[src/logic/serial_pipe_consts.svh]
// constants for the serial framing detector and pipe gate
`ifndef SERIAL_PIPE_CONSTS_SVH
`define SERIAL_PIPE_CONSTS_SVH

`define ADR_CTRL        8'h00
`define ADR_KEY         8'h04
`define ADR_STATUS      8'h08

`define CTRL_FRAMING    0
`define CTRL_PROFILE    1
`define CTRL_START      2

`define ST_BINARY       0
`define ST_PIPE_ON      1
`define ST_DATA_MODE    2
`define ST_READY        3
`define ST_SUBSCRIBED   4
`define ST_BIN_IDLE     5
`define ST_DROP         6

`define KEY_RESET       32'h0000_0000
`define SUM_SEED        8'h99
`define HDR_LAST        2'h3
`define CH_SLASH        8'h2F
`define CH_S            8'h53
`define CH_G            8'h47
`define CH_DOT          8'h2E

`define CLK_HZ          25000000
`define TIMEOUT_MS      1000
`define TIMEOUT_CYC     ((`CLK_HZ / 1000) * `TIMEOUT_MS)

`endif

[src/logic/serial_pipe_pkg.sv]
// types shared by the serial framing detector and pipe gate
package serial_pipe_pkg;

    typedef struct packed {
        logic       valid;
        logic [7:0] data;
    } stream_t;

    typedef struct packed {
        logic       valid;
        logic       binary;
        logic [7:0] data;
    } cmd_byte_t;

    typedef enum logic [1:0] {
        FR_IDLE = 2'b00,
        FR_HDR  = 2'b01,
        FR_BODY = 2'b11,
        FR_SUM  = 2'b10
    } frame_state_t;

endpackage : serial_pipe_pkg

[src/logic/serial_mode_autodetect_pipe.sv]
// serial front end: framing auto-detect, pipe mode gate, wishbone registers
`timescale 1ns/10ps
`default_nettype none
`include "serial_pipe_consts.svh"
module serial_mode_autodetect_pipe #(
    parameter int unsigned TIMEOUT_CYCLES = `TIMEOUT_CYC
) (
    // clock and reset
    input  wire logic                        clk_i,
    input  wire logic                        rst_i,
    // wishbone slave
    input  wire logic                        wb_cyc_i,
    input  wire logic                        wb_stb_i,
    input  wire logic                        wb_we_i,
    input  wire logic [7:0]                  wb_adr_i,
    input  wire logic [3:0]                  wb_sel_i,
    input  wire logic [31:0]                 wb_dat_i,
    output logic      [31:0]                 wb_dat_o,
    output logic                             wb_ack_o,
    // stored framing setting
    input  wire logic                        saved_binary_i,
    output logic                             framing_store_o,
    // host serial bytes
    input  wire serial_pipe_pkg::stream_t    host_rx_i,
    output serial_pipe_pkg::stream_t         host_tx_o,
    // command parser feed
    output serial_pipe_pkg::cmd_byte_t       cmd_o,
    output logic                             echo_en_o,
    // remote peer
    input  wire serial_pipe_pkg::stream_t    peer_rx_i,
    output serial_pipe_pkg::stream_t         peer_tx_o,
    input  wire logic                        peer_sub_i,
    input  wire logic                        peer_unsub_i,
    input  wire logic                        peer_disc_i,
    // advertising
    output logic      [31:0]                 adv_key_o,
    output logic                             adv_key_en_o,
    // pipe pins
    input  wire logic                        pipe_req_n_i,
    output logic                             pipe_ready_n_o
);
    import serial_pipe_pkg::*;

    logic        ack_q;
    logic        set_framing_q;
    logic        profile_en_q;
    logic [31:0] key_q;
    logic        drop_seen_q;
    logic        boot_q;
    logic        binary_q;
    logic        req_meta_q;
    logic        req_sync_q;
    logic        req_prev_q;
    logic        sw_pipe_q;
    logic        sub_q;
    logic        data_mode_q;
    logic        trk_idle;
    logic        trk_done;
    logic        trk_drop;

    // bus decode
    wire logic       bus_req   = wb_cyc_i && wb_stb_i && !ack_q;
    wire logic       wr        = bus_req && wb_we_i;
    wire logic       wr_ctrl   = wr && (wb_adr_i == `ADR_CTRL) && wb_sel_i[0];
    wire logic       wr_key    = wr && (wb_adr_i == `ADR_KEY);
    wire logic       wr_status = wr && (wb_adr_i == `ADR_STATUS) && wb_sel_i[0];
    wire logic       start_wr  = wr_ctrl && wb_dat_i[`CTRL_START];
    wire logic       drop_clr  = wr_status && wb_dat_i[`ST_DROP];

    // pin and pipe state
    wire logic       pin_low   = !req_sync_q;
    wire logic       pin_rise  = req_sync_q && !req_prev_q;
    wire logic       pipe_on   = pin_low || sw_pipe_q;
    wire logic       pipe_set  = start_wr || (peer_sub_i && profile_en_q);
    wire logic       pipe_clr  = peer_disc_i || (peer_unsub_i && pin_low == 1'b0) || pin_rise;
    wire logic       sw_pipe_d = pipe_set || (sw_pipe_q && !pipe_clr);
    wire logic       sub_d     = peer_sub_i || (sub_q && !(peer_unsub_i || peer_disc_i));
    wire logic       data_mode_d = pin_low || (sw_pipe_q && sub_q);

    // framing detect
    wire logic       cmd_byte  = host_rx_i.valid && !data_mode_q;
    wire logic       to_pipe   = host_rx_i.valid && data_mode_q;
    wire logic       is_hi     = (host_rx_i.data[7:6] == 2'b11);
    wire logic       is_txt    = (host_rx_i.data == `CH_SLASH) || (host_rx_i.data == `CH_S) ||
                                 (host_rx_i.data == `CH_G) || (host_rx_i.data == `CH_DOT);
    wire logic       bin_now   = binary_q ? !(trk_idle && is_txt) : is_hi;
    wire logic       binary_d  = boot_q ? saved_binary_i : (cmd_byte ? bin_now : binary_q);
    wire stream_t    trk_byte  = '{valid: cmd_byte && bin_now, data: host_rx_i.data};

    // read mux
    wire logic [31:0] status_w = {25'h0, drop_seen_q, trk_idle, sub_q,
                                  !pipe_ready_n_o, data_mode_q, pipe_on, binary_q};
    wire logic [31:0] ctrl_w   = {30'h0, profile_en_q, set_framing_q};
    wire logic [31:0] rdata    = (wb_adr_i == `ADR_CTRL)   ? ctrl_w   :
                                 (wb_adr_i == `ADR_KEY)    ? key_q    :
                                 (wb_adr_i == `ADR_STATUS) ? status_w : 32'h0;

    bin_frame_tracker #(
        .TIMEOUT_CYCLES (TIMEOUT_CYCLES)
    ) u_tracker (
        .clk_i  (clk_i),
        .rst_i  (rst_i),
        .byte_i (trk_byte),
        .idle_o (trk_idle),
        .done_o (trk_done),
        .drop_o (trk_drop)
    );

    // wishbone answer
    always_ff @(posedge clk_i) begin
        if (rst_i) begin
            ack_q    <= 1'b0;
            wb_ack_o <= 1'b0;
            wb_dat_o <= 32'h0;
        end else begin
            ack_q    <= bus_req;
            wb_ack_o <= bus_req;
            wb_dat_o <= bus_req ? rdata : 32'h0;
        end
    end

    // control registers
    always_ff @(posedge clk_i) begin
        if (rst_i) begin
            set_framing_q <= 1'b0;
            profile_en_q  <= 1'b0;
            drop_seen_q   <= 1'b0;
        end else begin
            if (wr_ctrl) begin
                set_framing_q <= wb_dat_i[`CTRL_FRAMING];
                profile_en_q  <= wb_dat_i[`CTRL_PROFILE];
            end
            drop_seen_q <= trk_drop || (drop_seen_q && !drop_clr);
        end
    end

    // connection key, byte lanes
    always_ff @(posedge clk_i) begin
        if (rst_i) begin
            key_q <= `KEY_RESET;
        end else begin
            for (int i = 0; i < 4; i++) begin
                if (wr_key && wb_sel_i[i]) begin
                    key_q[i*8 +: 8] <= wb_dat_i[i*8 +: 8];
                end
            end
        end
    end

    // pin synchroniser
    always_ff @(posedge clk_i) begin
        if (rst_i) begin
            req_meta_q <= 1'b1;
            req_sync_q <= 1'b1;
            req_prev_q <= 1'b1;
        end else begin
            req_meta_q <= pipe_req_n_i;
            req_sync_q <= req_meta_q;
            req_prev_q <= req_sync_q;
        end
    end

    // framing mode
    always_ff @(posedge clk_i) begin
        if (rst_i) begin
            boot_q   <= 1'b1;
            binary_q <= 1'b0;
        end else begin
            boot_q   <= 1'b0;
            binary_q <= binary_d;
        end
    end

    // pipe state
    always_ff @(posedge clk_i) begin
        if (rst_i) begin
            sw_pipe_q   <= 1'b0;
            sub_q       <= 1'b0;
            data_mode_q <= 1'b0;
        end else begin
            sw_pipe_q   <= sw_pipe_d;
            sub_q       <= sub_d;
            data_mode_q <= data_mode_d;
        end
    end

    // data paths and pins
    always_ff @(posedge clk_i) begin
        if (rst_i) begin
            cmd_o           <= '0;
            peer_tx_o       <= '0;
            host_tx_o       <= '0;
            echo_en_o       <= 1'b1;
            pipe_ready_n_o  <= 1'b1;
            adv_key_o       <= `KEY_RESET;
            adv_key_en_o    <= 1'b0;
            framing_store_o <= 1'b0;
        end else begin
            cmd_o           <= '{valid: cmd_byte, binary: bin_now, data: host_rx_i.data};
            peer_tx_o       <= '{valid: to_pipe, data: host_rx_i.data};
            host_tx_o       <= '{valid: peer_rx_i.valid && data_mode_q, data: peer_rx_i.data};
            echo_en_o       <= !binary_d;
            pipe_ready_n_o  <= !(pipe_on && sub_q);
            adv_key_o       <= key_q;
            adv_key_en_o    <= pipe_on;
            framing_store_o <= set_framing_q;
        end
    end

    a_boot_text: assert property (@(posedge clk_i) disable iff (rst_i)
        (boot_q && !saved_binary_i) |=> !binary_q)
        else $error("text framing not used after reset");
    a_text_to_bin: assert property (@(posedge clk_i) disable iff (rst_i)
        (!boot_q && cmd_byte && !binary_q && is_hi) |=> binary_q && cmd_o.valid && cmd_o.binary)
        else $error("high byte did not switch to binary");
    a_bin_to_text: assert property (@(posedge clk_i) disable iff (rst_i)
        (!boot_q && cmd_byte && binary_q && trk_idle && is_txt) |=>
        !binary_q && cmd_o.valid && !cmd_o.binary)
        else $error("category byte did not switch to text");
    a_no_mid_switch: assert property (@(posedge clk_i) disable iff (rst_i)
        (!boot_q && cmd_byte && binary_q && !trk_idle) |=> binary_q)
        else $error("framing switched mid packet");
    a_store_kept: assert property (@(posedge clk_i) disable iff (rst_i)
        !wr_ctrl |=> $stable(set_framing_q))
        else $error("stored framing changed without write");
    a_pipe_fwd: assert property (@(posedge clk_i) disable iff (rst_i)
        to_pipe |=> peer_tx_o.valid && !cmd_o.valid &&
        peer_tx_o.data == $past(host_rx_i.data))
        else $error("host byte not piped to peer");
    a_peer_fwd: assert property (@(posedge clk_i) disable iff (rst_i)
        (peer_rx_i.valid && data_mode_q) |=> host_tx_o.valid)
        else $error("peer byte not sent to host");
    a_pin_entry: assert property (@(posedge clk_i) disable iff (rst_i)
        pin_low |=> data_mode_q)
        else $error("pin low did not enter pipe");
    a_start_cmd: assert property (@(posedge clk_i) disable iff (rst_i)
        start_wr |=> sw_pipe_q)
        else $error("start command did not start pipe");
    a_sub_gate: assert property (@(posedge clk_i) disable iff (rst_i)
        (peer_sub_i && !profile_en_q && !sw_pipe_q && !start_wr) |=> !sw_pipe_q)
        else $error("subscription entered pipe while disabled");
    a_ready_pin: assert property (@(posedge clk_i) disable iff (rst_i)
        (sw_pipe_q && sub_q) |=> !pipe_ready_n_o)
        else $error("ready pin not asserted");
    a_pin_exit: assert property (@(posedge clk_i) disable iff (rst_i)
        (pin_rise && !pipe_set) |=> !sw_pipe_q)
        else $error("pin release did not leave pipe");
    a_unsub_held: assert property (@(posedge clk_i) disable iff (rst_i)
        (peer_unsub_i && pin_low) |=> data_mode_q)
        else $error("unsubscribe ended pipe while pin held");
    a_cmd_resume: assert property (@(posedge clk_i) disable iff (rst_i)
        (host_rx_i.valid && !data_mode_q) |=> cmd_o.valid && !peer_tx_o.valid)
        else $error("parser not fed in command mode");

endmodule : serial_mode_autodetect_pipe
`default_nettype wire

[src/logic/bin_frame_tracker.sv]
// binary packet tracker: header, payload length, checksum and timeout
`timescale 1ns/10ps
`default_nettype none
`include "serial_pipe_consts.svh"
module bin_frame_tracker #(
    parameter int unsigned TIMEOUT_CYCLES = `TIMEOUT_CYC
) (
    // clock and reset
    input  wire logic                    clk_i,
    input  wire logic                    rst_i,
    // binary bytes
    input  wire serial_pipe_pkg::stream_t byte_i,
    // status
    output logic                         idle_o,
    output logic                         done_o,
    output logic                         drop_o
);
    import serial_pipe_pkg::*;

    frame_state_t state_q;
    logic [1:0]   hdr_q;
    logic [7:0]   cnt_q;
    logic [7:0]   sum_q;
    logic [24:0]  tmo_q;

    wire logic [7:0] sum_next = sum_q + byte_i.data;
    wire logic       tmo_hit  = (state_q != FR_IDLE) &&
                                (tmo_q == 25'(TIMEOUT_CYCLES - 1));
    wire logic       sum_bad  = byte_i.valid && (state_q == FR_SUM) &&
                                (byte_i.data != sum_q);

    assign idle_o = (state_q == FR_IDLE);

    always_ff @(posedge clk_i) begin
        if (rst_i || state_q == FR_IDLE) begin
            tmo_q <= 25'h0;
        end else begin
            tmo_q <= tmo_q + 25'h1;
        end
    end

    always_ff @(posedge clk_i) begin
        if (rst_i) begin
            state_q <= FR_IDLE;
            hdr_q   <= 2'h0;
            cnt_q   <= 8'h00;
            sum_q   <= 8'h00;
            done_o  <= 1'b0;
            drop_o  <= 1'b0;
        end else begin
            done_o <= byte_i.valid && (state_q == FR_SUM) && !sum_bad;
            drop_o <= tmo_hit || sum_bad;
            if (tmo_hit) begin
                state_q <= FR_IDLE;
            end else if (byte_i.valid) begin
                sum_q <= sum_next;
                case (state_q)
                    FR_IDLE: begin
                        state_q <= FR_HDR;
                        hdr_q   <= 2'h1;
                        sum_q   <= `SUM_SEED + byte_i.data;
                    end
                    FR_HDR: begin
                        hdr_q <= hdr_q + 2'h1;
                        if (hdr_q == 2'h1) begin
                            cnt_q <= byte_i.data;
                        end
                        if (hdr_q == `HDR_LAST) begin
                            state_q <= (cnt_q == 8'h00) ? FR_SUM : FR_BODY;
                        end
                    end
                    FR_BODY: begin
                        cnt_q <= cnt_q - 8'h01;
                        if (cnt_q == 8'h01) begin
                            state_q <= FR_SUM;
                        end
                    end
                    FR_SUM: begin
                        state_q <= FR_IDLE;
                    end
                    default: begin
                        state_q <= FR_IDLE;
                    end
                endcase
            end
        end
    end

    a_timeout_drop: assert property (@(posedge clk_i) disable iff (rst_i)
        tmo_hit |=> drop_o && idle_o)
        else $error("timed out packet not abandoned");
    a_sum_check: assert property (@(posedge clk_i) disable iff (rst_i)
        sum_bad |=> drop_o && !done_o && idle_o)
        else $error("bad checksum not discarded");
    a_idle_only_end: assert property (@(posedge clk_i) disable iff (rst_i)
        (byte_i.valid && state_q == FR_HDR && !tmo_hit) |=> !idle_o)
        else $error("tracker idle while header pending");

endmodule : bin_frame_tracker
`default_nettype wire

[config.mk]
export PLATFORM = sky130hd
export DESIGN_NAME = serial_mode_autodetect_pipe
export DESIGN_NICKNAME = d
export VERILOG_FILES = /design/src/logic/serial_pipe_pkg.sv /design/src/logic/serial_mode_autodetect_pipe.sv /design/src/logic/bin_frame_tracker.sv
export VERILOG_INCLUDE_DIRS = /design/src /design/src/logic
export SDC_FILE = /design/constraint.sdc
export NUM_CORES = 1
export LEC_CHECK = 0
export ABC_AREA = 0
export ABC_CLOCK_PERIOD_IN_PS = 2400
export BUFFER_PORTS_ARGS = -buffer_cell sky130_fd_sc_hd__buf_2
export CAP_MARGIN = 20
export CELL_PAD_IN_SITES_DETAIL_PLACEMENT = 2
export CELL_PAD_IN_SITES_GLOBAL_PLACEMENT = 2
export CORE_MARGIN = 5
export CORE_UTILIZATION = 29
export DETAILED_ROUTE_END_ITERATION = 7
export PLACE_DENSITY_LB_ADDON = 0.1
export SYNTH_ARGS = -nofsm -noshare
export SYNTH_HDL_FRONTEND = slang
export SYNTH_HIERARCHICAL = 1
export SYNTH_SLANG_ARGS = --single-unit
[constraint.sdc]
create_clock -name clk_i -period 2.4 [get_ports clk_i]
set_input_delay 0.48 -clock clk_i [delete_from_list [all_inputs] [get_ports clk_i]]
set_output_delay 0.48 -clock clk_i [all_outputs]
set_load 0.02 [all_outputs]
==> impl_metrics.csv <==
group,metric,value,unit
routing,wl_per_cell,17.38,um
routing,drc_errors,0,
floorplan,ioPinCount,169,
routing,routed_wl,20900,um
clock_network,cts-buffers-inserted,17,
worst_setup_path,critPathMaxStageDelay,0.34,ns
routing,vias_per_cell,4.561,
place,placedCellCount,1166,
timing,timing_hold_violations_final,0,
floorplan,row_count,56,
floorplan,die-area,26820,sq um
synth,count_of_mapped_cells_out_of_synthesis,689,
synth,mappedNetlistNets,775,
worst_setup_path,crit_path_top_delay_cell,"dfxtp_2",
timing,slew_violations,0,
synth,yosysWarningCount,6,
pwr,p_total,6.176,mW
min_path,min_delay_worst_endpoint,"req_meta_q",
routing,initialDrtViolationCount,121,
cells_and_area,areaGrowthSynthToFinish,28.08,%
pwr,static-leakage-power,4.087,nW
pwr,power.density,703.2,nW/um^2
synth,post_synth_instance_area,6858,sq um
routing,detail-route-antenna-nets,0,
clock_network,clkTransAtPathRegs,0.07,ns
routing,vias,5482,
place,buffers_on_ports,168,
clock_network,ctsRootBufferMaster,"clkbuf_16",
clock_network,worst_skew_pair.late_latency,0.43,ns
clock_network,cts_tree,"built",
timing,min_period_over_period,95.95,%
worst_setup_path,start_kind,"flip-flop",
flow_run,maxCapViolations,0,
timing,setup_total_negative_slack,0,ns
global_route,first_global_vias,6123,
cells_and_area,number_of_antenna_cells_inserted,0,
clock_network,clock-sinks,178,
global_route,gr-usage-all-layers,15.60,%
min_path,hold_start,"pipe_req_n_i",
global_route,global_route_wire_length_before_repair,32990,um
min_path,min_delay_path_depth,2,
timing,min_period,2.303,ns
routing,drt_pre_antenna_iters,4,
global_route,antenna_found_initial,1,
floorplan,die_height,163.8,um
timing,setup_violations,0,
timing,worst_slew_margin_rel,62.09,%
min_path,hold_class,"in2reg",
cells_and_area,nets,957,
timing,tightest_slew,0.5687,ns
timing,max_clock_freq,0.4342,GHz
worst_setup_path,critical_path_arrival,2.66,ns
worst_setup_path,worstRegToRegCells,9,
pwr,max-vdd-ir-drop,0.0003686,V
floorplan,floorplan.die.width,163.8,um
timing,timing.hold.ws,0.2506,ns
worst_setup_path,timing.critical_path.required,2.75,ns
cells_and_area,stdcell_count,1202,
global_route,grt_max_degree,68,
cells_and_area,fillers,2625,
worst_setup_path,crit_path_end_kind,"flip-flop",
cells_and_area,drive_gt1_share,29.78,%
place,routabilityCongestion,0.7648,
worst_setup_path,timing.rr.start,"u_tracker/state_q[1]",
worst_setup_path,timing.critical_path.cells,"or2_4 > and2_1 > ha_4 > nand3_1 > o211ai_1 > o41ai_2 > xnor2_1 > or3_1 > a31oi_1",
clock_network,htree_num_levels,4,
timing,final.setup_skew,0.007680,ns
worst_setup_path,timing_worst_setup_path_type,"reg2reg",
floorplan,floorplan.initialDensity,29.30,%
worst_setup_path,ff2ff_setup_slack,0.1,ns
global_route,overflow,0,
floorplan,core_area,23400,sq um
synth,syn-mean-instance-area,9.953,sq um
worst_setup_path,regToRegEndpoint,"u_tracker/sum_q[7]",
status,status,"finished, final reports clean",
worst_setup_path,critical_path.max_fanout,5,
place,place.detailed.hpwl,15730,um
clock_network,max-clock-path-buffers,2,
==> registers in the layout (all words and copies together) (netlist names), 2 cells and up, named ones only <==
| register | flops |
|---|---|
| u_tracker/sum_q | 8 |
| peer_tx_o | 9 |
| u_tracker/hdr_q | 2 |
| wb_dat_o | 32 |
| key_q | 32 |
| adv_key_o | 32 |
| u_tracker/cnt_q | 8 |
| host_tx_o | 9 |
| u_tracker/state_q | 2 |
| cmd_o | 2 |
| u_tracker/tmo_q | 25 |
==> how the worst max path moves through the flow <==
stage	startpoint	end	slack (ns)	cells past startpoint
after global routing	u_tracker/state_q[1]	u_tracker/sum_q[7]	-0.02	9
after global placement	host_rx_i[4]	u_tracker/cnt_q[2]	-0.08	11
after detailed placement	u_tracker/state_q[0]	u_tracker/sum_q[4]	-0.15	11
final	u_tracker/state_q[1]	u_tracker/sum_q[7]	0.1	9
after CTS	u_tracker/state_q[0]	u_tracker/sum_q[4]	0.02	11
after floorplan	u_tracker/state_q[0]	u_tracker/sum_q[7]	0.003	12
==> through the flow <==
step | setup slack, ns | instance area [sq um] | utilization, %
5_1_grt | -0.02255 | 8783 | 37.53
2_1_floorplan | 0.003161 | 6915 | -
3_3_place_gp | -0.07676 | 8165 | 34.89
3_5_place_dp | -0.1501 | 8165 | 34.89
6_report | 0.09711 | 8783 | 37.53
4_1_cts | 0.01948 | 8738 | 37.34
==> repair_timing <==
action,in CTS,in global routing
hold buffers,0,0
endpoints found under the setup margin,5,4
setup buffers,0,4
gates resized for setup,3,4
gates cloned,0,1
pin swaps,2,3
==> power by group <==
part | total [mW] | switching (mW) | internal, mW
combinational | 0.450 | 0.258 | 0.192
sequential | 3.02 | 0.0275 | 2.99
clock | 2.71 | 1.33 | 1.38
==> cell type report <==
class	count	area (sq um)	share of cell area, %
clock buffer	17	425.4	4.843
clock inverter	14	140.1	1.595
inverter	18	67.56	0.7692
multi-input combinational	455	3067	34.91
sequential	178	3565	40.58
tap	319	399.1	4.544
timing repair buffer	201	1120	12.75
==> worst max-delay path, delay by kind of cell (launching register included) <==
kind | cells | cell delay (ns)
and+or+nand+nor | 4 | 0.89
xor gates and xnor gates | 1 | 0.16
AOI/OAI and AO/OA | 3 | 0.54
DFF | 1 | 0.34
adders and majority gates | 1 | 0.29
==> layout by cell type, fill, tap and decap left out, drive strengths merged, types with 2 or more instances in the layout <==
| cell type | count |
|---|---|
| xnor2 | 11 |
| and2 | 29 |
| nor4 | 6 |
| inv | 27 |
| nand4 | 11 |
| and4b | 5 |
| a31oi | 5 |
| buf | 201 |
| nor2 | 87 |
| o22ai | 2 |
| ha | 13 |
| nor3 | 14 |
| o21ai | 13 |
| or2 | 9 |
| nor2b | 56 |
| clkinv | 3 |
| a32o | 5 |
| o211ai | 2 |
| or3 | 6 |
| xor2 | 21 |
| o32ai | 3 |
| and4 | 5 |
| nand3b | 5 |
| and3b | 4 |
| clkinvlp | 2 |
| nand2b | 10 |
| nand3 | 14 |
| o21a | 2 |
| dfxtp | 178 |
| clkbuf | 17 |
| mux2i | 37 |
| and3 | 6 |
| a21oi | 23 |
| o41ai | 4 |
| nand2 | 29 |
==> layer usage <==
metal  track usage (%)  wire length [um]  up-vias
li1                  -                 -     2675
met1             18.50              9066     2676
met2             28.39             10720      108
met3             3.764               868       21
met4             3.660               227        2
met5                 0                13        -
Power figures use the tool's default switching activity.
